**src/rtl/rotate_consts.svh**
```systemverilog
// Constants for the rotate datapath: opcodes, bit positions, reset values.
// Assumes an 8-bit data path and a single 50 MHz clock domain.
//
// Summary of operation
// - Left rotate into accumulator, memory untouched, flags kept
// - Left rotate through carry, written back
// - Left rotate through carry into accumulator
// - Through-carry accumulator form keeps memory, other flags
// - Right rotate in place, bit 0 to 7
`ifndef ROTATE_CONSTS_SVH
`define ROTATE_CONSTS_SVH

`define ROT_DATA_W     8
`define ROT_MSB        7
`define ROT_LSB        0
`define ROT_OP_W       2
`define ROT_OP_RLA     2'h0
`define ROT_OP_RLC     2'h1
`define ROT_OP_ROTATE_LEFT_WITH_CARRY_TO_ACC    2'h2
`define ROT_OP_RR      2'h3
`define ROT_BYTE_RST   8'h00
`define ROT_FLAG_RST   1'h0
`define ROT_LATENCY    1

`endif

```
**src/rtl/rotate_pkg.sv**
```systemverilog
// Types shared by the rotate datapath files.
// Assumes rotate_consts.svh is on the include path.
`include "rotate_consts.svh"

package rotate_pkg;

    // Rotate operations handled by this block
    typedef enum logic [`ROT_OP_W-1:0] {
        rotate_left_to_acc            = `ROT_OP_RLA,
        rotate_left_with_carry        = `ROT_OP_RLC,
        rotate_left_with_carry_to_acc = `ROT_OP_ROTATE_LEFT_WITH_CARRY_TO_ACC,
        rotate_right_in_place         = `ROT_OP_RR
    } rot_op_t;

    // One request: operation, memory operand, incoming carry
    typedef struct packed {
        rot_op_t                  op;
        logic [`ROT_DATA_W-1:0]   operand;
        logic                     carry_in;
    } rot_req_t;

    // One result: value and where it goes, plus carry update
    typedef struct packed {
        logic [`ROT_DATA_W-1:0]   value;
        logic                     to_mem;
        logic                     to_acc;
        logic                     carry_wr;
        logic                     carry_out;
    } rot_res_t;

endpackage

```
**src/rtl/rotate_unit.sv**
```systemverilog
// Combinational rotate core: one request in, one steered result out.
// Assumes the caller registers the result; no state is held here.
`timescale 1ns/1ps

module rotate_unit
    import rotate_pkg::*;
(
    input  wire rot_req_t req,   // Operation and operands
    output rot_res_t      res    // Rotated value and destinations
);

    // Decode and rotate in one pass
    always_comb begin
        res = '0;
        unique case (req.op)
            rotate_left_to_acc: begin
                // Bit 7 wraps to bit 0, result only to accumulator
                res.value  = {req.operand[`ROT_MSB-1:`ROT_LSB], req.operand[`ROT_MSB]};
                res.to_acc = 1'b1;
            end
            rotate_left_with_carry: begin
                // Old carry enters bit 0, old bit 7 leaves as carry
                res.value     = {req.operand[`ROT_MSB-1:`ROT_LSB], req.carry_in};
                res.to_mem    = 1'b1;
                res.carry_wr  = 1'b1;
                res.carry_out = req.operand[`ROT_MSB];
            end
            rotate_left_with_carry_to_acc: begin
                // Same shift as above but steered to accumulator only
                res.value     = {req.operand[`ROT_MSB-1:`ROT_LSB], req.carry_in};
                res.to_acc    = 1'b1;
                res.carry_wr  = 1'b1;
                res.carry_out = req.operand[`ROT_MSB];
            end
            rotate_right_in_place: begin
                // Bit 0 wraps to bit 7, written back, no flag touched
                res.value  = {req.operand[`ROT_LSB], req.operand[`ROT_MSB:`ROT_LSB+1]};
                res.to_mem = 1'b1;
            end
        endcase
    end

endmodule

```
**src/rtl/rotate_datapath.sv**
```systemverilog
// Top of the rotate datapath: takes a request strobe, returns registered
// result, write strobes for memory and accumulator, and the carry flag.
// Assumes decode supplies the operand and current carry on the same clock.
`timescale 1ns/1ps
`include "rotate_consts.svh"

module rotate_datapath
    import rotate_pkg::*;
(
    input  wire logic                   ref_clk,    // 50 MHz core clock
    input  wire logic                   rst,        // Async reset, active high
    input  wire logic                   req_valid,  // One-cycle request strobe
    input  wire rot_req_t               req,        // Request fields
    output logic [`ROT_DATA_W-1:0]      result_reg, // Rotated byte
    output logic                        mem_we_reg, // Write result to memory
    output logic                        acc_we_reg, // Write result to accumulator
    output logic                        carry_reg,  // Carry flag as held here
    output logic                        done_reg    // Result valid pulse
);

    rot_res_t res;        // Combinational result of the core
    logic     carry_next; // Carry for the next cycle

    // Pure rotate core
    rotate_unit u_core (
        .req (req),
        .res (res)
    );

    // Carry only moves for through-carry forms; otherwise carry_reg holds its own value
    always_comb begin
        carry_next = carry_reg;
        if (req_valid && res.carry_wr) begin
            carry_next = res.carry_out;
        end
    end

    // Result and write strobes; strobes last one cycle
    always_ff @(posedge ref_clk or posedge rst) begin
        if (rst) begin
            result_reg <= `ROT_BYTE_RST;
            mem_we_reg <= 1'b0;
            acc_we_reg <= 1'b0;
            done_reg   <= 1'b0;
        end else begin
            result_reg <= req_valid ? res.value : result_reg;
            mem_we_reg <= req_valid & res.to_mem;
            acc_we_reg <= req_valid & res.to_acc;
            done_reg   <= req_valid;
        end
    end

    // Carry flag holder; untouched by plain rotates
    always_ff @(posedge ref_clk or posedge rst) begin
        if (rst) begin
            carry_reg <= `ROT_FLAG_RST;
        end else begin
            carry_reg <= carry_next;
        end
    end
endmodule

```
**config.mk**
```make
export PLATFORM = sky130hd
export DESIGN_NAME = rotate_datapath
export DESIGN_NICKNAME = d
export VERILOG_FILES = /design/src/rtl/rotate_pkg.sv /design/src/rtl/rotate_unit.sv /design/src/rtl/rotate_datapath.sv
export VERILOG_INCLUDE_DIRS = /design/src /design/src/rtl
export SDC_FILE = /design/constraint.sdc
export NUM_CORES = 1
export LEC_CHECK = 0
export BUFFER_PORTS_ARGS = -buffer_cell sky130_fd_sc_hd__buf_2
export CORE_MARGIN = 2
export CORE_UTILIZATION = 35
export CTS_CLUSTER_SIZE = 16
export DETAILED_ROUTE_END_ITERATION = 8
export GPL_TIMING_DRIVEN = 0
export SYNTH_ARGS = -nofsm -noshare
export SYNTH_HDL_FRONTEND = slang
export SYNTH_SLANG_ARGS = --single-unit
```
**constraint.sdc**
```tcl
create_clock -name ref_clk -period 2.5 [get_ports ref_clk]
set_clock_uncertainty 0.1 [all_clocks]
set_input_delay 0.5 -clock ref_clk [delete_from_list [all_inputs] [get_ports ref_clk]]
set_output_delay 0.5 -clock ref_clk [all_outputs]
set_load 0.02 [all_outputs]
```
=== Word level (Yosys, flattened, before mapping) ===
Index checks and enable logic that the tools add are counted.

* Bits in registers: 12
* Input port bits: 14
* Memories: 0
* Memory bits (writable): 0
* Word-level logic and storage cells: 19
* Latch bits: 0
* Memory bits (read-only): 0
* Output and inout bits: 12

* Equality and inequality tests: 3
* Bitwise operators: 2
* Shift operators: 0
* $lt $le $gt $ge: 0
* Add/subtract/negate cells: 0
* Div/mod/pow operators: 0
* Multipliers: 0
* Multiplexer cells: 4
* Reductions and logical operators: 5

{| class="wikitable"
|+ Operators by type and width
! cell !! count
|-
| $pmux 8 s3 || 1
|-
| $reduce_or 2->1 || 3
|-
| $eq 2x2->1 const B || 2
|-
| $and 1x1->1 || 2
|-
| $eq 2x1->1 const B || 1
|-
| $logic_not 2->1 || 1
|-
| $mux 1 || 2
|-
| $mux 2 || 1
|-
| $logic_and 1x1->1 || 1
|}

=== Logic depth before layout (Yosys ltp) ===
Gate-level depths: netlist of run 1.

* Depth after elaboration: 4
* Gate-level depth with buffers: 6
* Depth with buffers taken out: 5

=== Modules after synthesis ===
A second synthesis of run 1 with hierarchy kept.

* Cells, all modules: 49
* Area total of the unflattened synthesis: 646.9 µm²

{| class="wikitable"
|+ By module, submodules not included
! module !! area each (µm²) !! times used !! cells each !! sequential area each (µm²)
|-
| rotate_datapath || 465.4 || 1 || 26 || 300.3
|-
| rotate_unit || 181.4 || 1 || 23 || 0.0
|}

=== Least setup slack after synthesis of run 1 ===
Ideal clock, no wire load.

* Path type: input port to flip-flop
* From: input port req[9] (netlist name)
* To: register result_reg[1]
* Path buffers: 1
* Data required time: 2274 ps
* Stages: 6
* Slack: 880 ps
* Data arrival time: 1394 ps
* Library setup time: 126 ps
* Cell sequence: inv_1 > ha_1 > or2_1 > buf_6 > a22oi_1 > a21oi_1

* Cells in the longest elaborated chain, start to end: 3
* Elaborated cells on any way between the ends: 6
* Classes of those cells: eq/ne (3); mux (1); reduce/logical (2)

{| class="wikitable"
|+ Ends and longest elaborated chain
! item !! line !! RTL
|-
| start, declared || rotate_datapath.sv:13 || <nowiki>input wire rot_req_t req,</nowiki>
|-
| $eq 2x1->1 or $eq 2x2->1 (tied branches) || rotate_unit.sv:15 || <nowiki>unique case (req.op)</nowiki>
|-
| $reduce_or 2->1 (no line) || n/a ||
|-
| $pmux 8 s3 (*) || rotate_unit.sv:15 ||
|-
| end signal, assigned || rotate_datapath.sv:41 || <nowiki>result_reg <= `ROT_BYTE_RST;</nowiki>
|-
| end signal, assigned || rotate_datapath.sv:46 || <nowiki>result_reg <= req_valid ? res.value : result_reg;</nowiki>
|-
| end, declared || rotate_datapath.sv:14 || <nowiki>output logic [`ROT_DATA_W-1:0] result_reg,</nowiki>
|}

Every way passes the cells marked *; elsewhere a longest branch is shown, timed or not.
A chain may end at the register's enable or synchronous reset.

=== Worst setup path after layout of run 1 ===
* From: input port req[9] (netlist name)
* To: register result_reg[5]

Same word-level chain as after synthesis.

==> results of run 1 <==
how the worst max path moves through the flow:
stage               depth (start not counted)                         to  slack [ns]   start
finish                                      7  result_reg[5]$_DFFE_PP0P_        0.95  req[9]
global route                                7  result_reg[2]$_DFFE_PP0P_        0.89  req[9]
CTS                                         7  result_reg[1]$_DFFE_PP0P_        0.95  req[9]
detailed placement                          7  result_reg[1]$_DFFE_PP0P_        0.67  req[9]
global placement                            7  result_reg[1]$_DFFE_PP0P_        0.68  req[9]
floorplan                                   6  result_reg[1]$_DFFE_PP0P_        0.88  req[9]
routing by layer:
layer  up-vias  GRT usage  share of wire
li1        247          -              -
met1       213      0.170           0.50
met2        10      0.180           0.47
met3         0     0.0122          0.028
met4         0     0.0727              0
met5         -          0              0
power breakdown:
group          internal [W]  switching (W)
combinational     0.0000482      0.0000704
clock             0.0000884      0.0000652
sequential         0.000215     0.00000909
total              0.000352       0.000145
cell families after synthesis:
family	share of synthesized area
fa+ha+maj	0.0870
compound gates	0.204
simple gates	0.0979
buf+inv	0.0696
flops	0.522
mux	0.0196
final cells by class:
type	instances	area (um2)	area share
sequential	12	300	0.397
multi-input combinational	36	235	0.311
timing repair buffer	25	125	0.165
clock buffer	4	36.3	0.0479
buffer	4	28.8	0.0380
tap	16	20.0	0.0264
inverter	3	11.3	0.0149
cell usage in the layout, fill, tap and decap left out, drive strengths merged, types with 2 or more instances in the layout:
cell type,instances
inv,3
o21a,2
a21oi,7
nand2,2
ha,4
nor2,8
buf,29
a22oi,7
clkbuf,4
dfrtp,12
per-stage QoR:
stage	hold slack (ns)	worst slack [ns]	power (W)	util
floorplan	0.265	0.880	0.000305	-
global placement	0.391	0.676	0.000347	0.473
detailed placement	0.397	0.671	0.000349	0.473
CTS	0.143	0.953	0.000504	0.497
global route	0.173	0.892	0.000523	0.497
finish	0.125	0.947	0.000497	0.497
==> metrics.cfg, run 1 <==
[routing]
vias_per_cell = 4.70
route.antenna.remaining_nets = 0
drc = 0
vias_post_dr = 470
drt_first_pass_iters = 3
detail_route.iter0.violations = 11
drt-wirelength-per-cell_um = 11.4
routed_wirelength_um = 1140

[finish]
layout.filler_cells = 158
syn_to_final_growth_pct = 31.5
finalNetCount = 103
flip_flop_count_of_the_largest_register_all_copies_and_words_added = 8
finish.instance_area_um2 = 757
antenna-diode-count = 0
finish.cell_count_without_fillers = 100
drive_above_1_share = 0.405

[synthesis]
register_bit_count_reported_by_yosys = 12
synth_cell_type_count = 17
syn-mean-instance-area_um2 = 10.5
ys_dominant_reg_cell = dfrtp_1
synth_top_cells_by_count = dfrtp_1 (12), nor2_1 (8), a21oi_1 (7), a22oi_1 (7), ha_1 (4)
synth_top_cells_by_area = dfrtp_1 (52%), a22oi_1 (9.1%), ha_1 (8.7%), a21oi_1 (6.1%), nor2_1 (5.2%)
syn-cell-area_um2 = 576
synth_seq_area_share = 0.522
yosysMostFrequentCell = dfrtp_1
netlist.area_leader.share = 0.522
synthesis.nets = 73
synth_top_area_cell = dfrtp_1
yosysWarningCount = 0
synthesis.instances = 55
synth_enable_flop_cells = 0
async_reset_ff_frac = 1.00

[clocking]
numClockSinks = 12
h-tree-depth = 1
cts-root-to-sink-buffers = 2
cts_clk_pin_slew_worst_paths_ns = 0.08
tritoncts = done
clock-root-buffer = clkbuf_4
hold_buffers = 0
cts_made_buffers = 3
cts_resized = 0
cts_post_setup_buffers_inserted = 0
clock_insertion_delay_worst_skew_ns = 0.27

[worst_setup_path]
crit_family = adder cells
path_buf_inv = 3
timing.rr.start = carry_reg$_DFFE_PP0P_
critical_path_arrival_ns = 1.60
critical_path.reg2reg.endpoint = carry_reg$_DFFE_PP0P_
timing.critical_path.slowest_stage_cell = ha_1
worstPathMaxFanout = 7
criticalPathCategory = in2reg
r2r_cells = 1
path_cells = buf_2 > inv_1 > ha_1 > or2_1 > buf_6 > a22oi_1 > a21oi_1
crit_path_end_kind = register
r2r_setup_slack_ns = 1.65
max_stage_delay_ns = 0.32
worst_ep_required_ns = 2.55
worstSetupStartpointType = input pin

[sta]
layout_min_cycle_time_ns = 1.55
slew_viol_final = 0
worst_tran_pin_value_ns = 0.460
timing.final.crit_share = 0.621
final-setup-viol-count = 0
rsz0062_at_grt = false
fmax_mhz = 644
finalSetupTns_ns = 0
timing_hold_violations_final = 0
timing.max_slew.rel_slack = 0.693

[global_route]
maximum_number_of_pins_on_one_net_before_global_route_repair = 13
groute.usage.overall = 0.121
antenna_found_initial = 0
first_global_vias = 407
first_pass_grt_wire_length_um = 1750
gr-total-overflow = 0

[power]
p_leak_nw = 0.398
ir_worst_vdd_uv = 357
power_density_nw_per_um2 = 656

[die]
core-area_um2 = 1520
starting_density_of_the_core = 0.378
die_height_um = 44.6
row_count = 14
dieWidth_um = 44.6
io_pins = 26
die_area_um2 = 1980

[hold_path]
min-delay-path-class = in2async

[placed_design]
gpl.final_weighted_congestion = 0.710
postPlaceCellArea_um2 = 721
port_buffers = 25
hpwlAfterDp_um = 881
numPlacedInstances = 96

[run_status]
result_of_the_run = finished clean

[job]
drv.max_cap_violation_count = 0

Note: power is estimated with default switching activity, not from simulation.
==> inputs of run 2 (changes only) <==
--- a/config.mk
+++ b/config.mk
@@ -6,7 +6,9 @@
 export SDC_FILE = /design/constraint.sdc
 export NUM_CORES = 1
 export LEC_CHECK = 0
+export ABC_AREA = 1
 export BUFFER_PORTS_ARGS = -buffer_cell sky130_fd_sc_hd__buf_2
+export CORE_ASPECT_RATIO = 0.75
 export CORE_MARGIN = 2
 export CORE_UTILIZATION = 35
 export CTS_CLUSTER_SIZE = 16
==> constraint.sdc (replaced) <==
create_clock -name ref_clk -period 1.4 [get_ports ref_clk]
set_clock_uncertainty 0.1 [all_clocks]
set_input_delay 0.28 -clock ref_clk [delete_from_list [all_inputs] [get_ports ref_clk]]
set_output_delay 0.28 -clock ref_clk [all_outputs]
set_load 0.02 [all_outputs]
==> run 2 against run 1 <==
Power up 82%; sequential power up 79%; combinational power up 94%; area after synthesis up 13%; final area up 12%; largest power group unchanged; sequential share of layout area down 4.4 points; global-route usage up 1.9 points; critical endpoint is now carry_reg; non-clock buffer count up 1; worst hold slack worse by 0.065 ns; register-to-register slack worse by 1.1 ns; sequential cell count unchanged.
==> metrics.cfg, run 2 <==
[synthesis]
netlist.area_leader.share = 0.461
synth_cell_type_count = 15
synthesis.nets = 99
synth_seq_area_share = 0.461
synthesis.instances = 81
syn-mean-instance-area_um2 = 8.05
ys_dominant_reg_cell = dfrtp_1
synth_top_cells_by_area = dfrtp_1 (46%), nand2_1 (17%), ha_1 (7.7%), nand3_1 (7.7%), buf_6 (5.2%)
async_reset_ff_frac = 1.00
synth_top_cells_by_count = nand2_1 (29), dfrtp_1 (12), nand3_1 (10)
register_bit_count_reported_by_yosys = 12
synth_top_area_cell = dfrtp_1
yosysWarningCount = 0
yosysMostFrequentCell = nand2_1
synth_enable_flop_cells = 0
syn-cell-area_um2 = 652

[routing]
detail_route.iter0.violations = 9
routed_wirelength_um = 1370
drt-wirelength-per-cell_um = 10.3
drt_first_pass_iters = 2
route.antenna.remaining_nets = 0
drc = 0
vias_per_cell = 4.44
vias_post_dr = 590

[die]
die_area_um2 = 2230
dieWidth_um = 53.8
core-area_um2 = 1740
starting_density_of_the_core = 0.375
row_count = 13
die_height_um = 41.4
io_pins = 26

[clocking]
numClockSinks = 12
cts-root-to-sink-buffers = 2
cts_post_setup_buffers_inserted = 0
tritoncts = done
clock-root-buffer = clkbuf_4
cts_made_buffers = 3
cts_clk_pin_slew_worst_paths_ns = 0.07
clock_insertion_delay_worst_skew_ns = 0.27
h-tree-depth = 1

[worst_setup_path]
worst_ep_required_ns = 1.02
worstSetupStartpointType = register
worstSetupPathDepth = 1
critical_path.reg2reg.endpoint = result_reg[0]$_DFFE_PP0P_
r2r_cells = 3
worstPathMaxFanout = 2
crit_family = flip-flops
r2r_setup_slack_ns = 0.51
path_cells = buf_2
timing.rr.start = result_reg[0]$_DFFE_PP0P_
crit_path_end_kind = primary output
criticalPathCategory = reg2out
timing.critical_path.slowest_stage_cell = dfrtp_1
max_stage_delay_ns = 0.39
critical_path_arrival_ns = 0.82
path_buf_inv = 1

[hold_path]
worst_hold_path.num_cells = 1
min-delay-path-class = in2reg
whs_endpoint = done_reg$_DFF_PP0_
worst_hold_startpoint = req_valid

[finish]
antenna-diode-count = 0
finalNetCount = 130
drive_above_1_share = 0.315
syn_to_final_growth_pct = 30.5
mostFrequentLayoutCell = nand2_1
layout.filler_cells = 184
finish.instance_area_um2 = 851
final_cell_mix = nand2_1 (29), buf_2 (26), dfrtp_1 (12)
finish.cell_count_without_fillers = 133
flip_flop_count_of_the_largest_register_all_copies_and_words_added = 8

[sta]
final-setup-viol-count = 0
worst_tran_pin_value_ns = 0.462
slew_viol_final = 0
timing.max_slew.rel_slack = 0.692
timing_hold_violations_final = 0
timing.final.crit_share = 0.855
holdWs_ns = 0.0609
fmax_mhz = 835
final_worst_path_setup_slack_ns = 0.202
layout_min_cycle_time_ns = 1.20
rsz0062_at_grt = false

[power]
ir_worst_vdd_uv = 525
power.total_w = 0.000905
power_density_nw_per_um2 = 1060
p_leak_nw = 0.496

[placed_design]
placement.setup.worst_slack_ns = -0.0230
numPlacedInstances = 128
gpl.final_weighted_congestion = 0.784
port_buffers = 25
postPlaceCellArea_um2 = 805

[global_route]
maximum_number_of_pins_on_one_net_before_global_route_repair = 13
first_pass_grt_wire_length_um = 2080
groute.usage.overall = 0.140
first_global_vias = 478
antenna_found_initial = 0
gr-total-overflow = 0

[run_status]
result_of_the_run = finished clean

[job]
drv.max_cap_violation_count = 0

-- run 2: kinds of logic (layout without fill, tap and decap cells) --
family | after synthesis | in the layout | share of synthesized area
AND/OR/NAND/NOR | 44 | 44 | 0.276
flip-flops | 12 | 12 | 0.461
buffers and inverters | 11 | 41 | 0.107
AO/OA/AOI/OAI | 10 | 10 | 0.0787
adder cells (fa/ha/maj) | 4 | 4 | 0.0768
-- run 2: how the worst max path moves through the flow --
stage	from	end	slack (ns)
6_report	carry_reg$_DFFE_PP0P_	carry_reg	0.20
5_1_grt	carry_reg$_DFFE_PP0P_	carry_reg	0.15
4_1_cts	carry_reg$_DFFE_PP0P_	carry_reg	0.19
3_5_place_dp	req[9]	result_reg[2]$_DFFE_PP0P_	-0.02
3_3_place_gp	req[9]	result_reg[2]$_DFFE_PP0P_	-0.02
2_1_floorplan	req[9]	result_reg[2]$_DFFE_PP0P_	0.16
-- run 2: layer usage --
layer  vias to the layer above  share of wire  wire [um]  track usage
li1                        317              -          -            -
met4                         0              0          0       0.0192
met1                       250           0.50        686        0.178
met5                         -              0          0            0
met2                        23           0.41        562        0.216
met3                         0          0.090        124       0.0750
-- run 2: per-stage QoR --
step	setup TNS [ns]	util
after floorplan	0	-
after global placement	-0.0178	0.462
after detailed placement	-0.0230	0.462
after CTS	0	0.489
after global routing	0	0.489
final	0	0.489
-- run 2: cell type report --
class                      count  area [um2]  area share
inverter                       7        31.3      0.0368
buffer                         4        38.8      0.0456
clock buffer                   4        36.3      0.0426
sequential                    12         300       0.353
tap                           22        27.5      0.0324
timing repair buffer          26         135       0.159
multi-input combinational     58         282       0.331
-- run 2: report_power, final --
part,switching [W],internal (W)
logic,0.000144,0.0000873
registers,0.0000161,0.000384
clock network,0.000116,0.000158
-- run 2: timing repair --
action                     in CTS  in global routing
hold buffers                    1                  0
hold endpoints to repair       12                  0
gates resized for setup         0                  0
setup endpoints to repair       0                  0
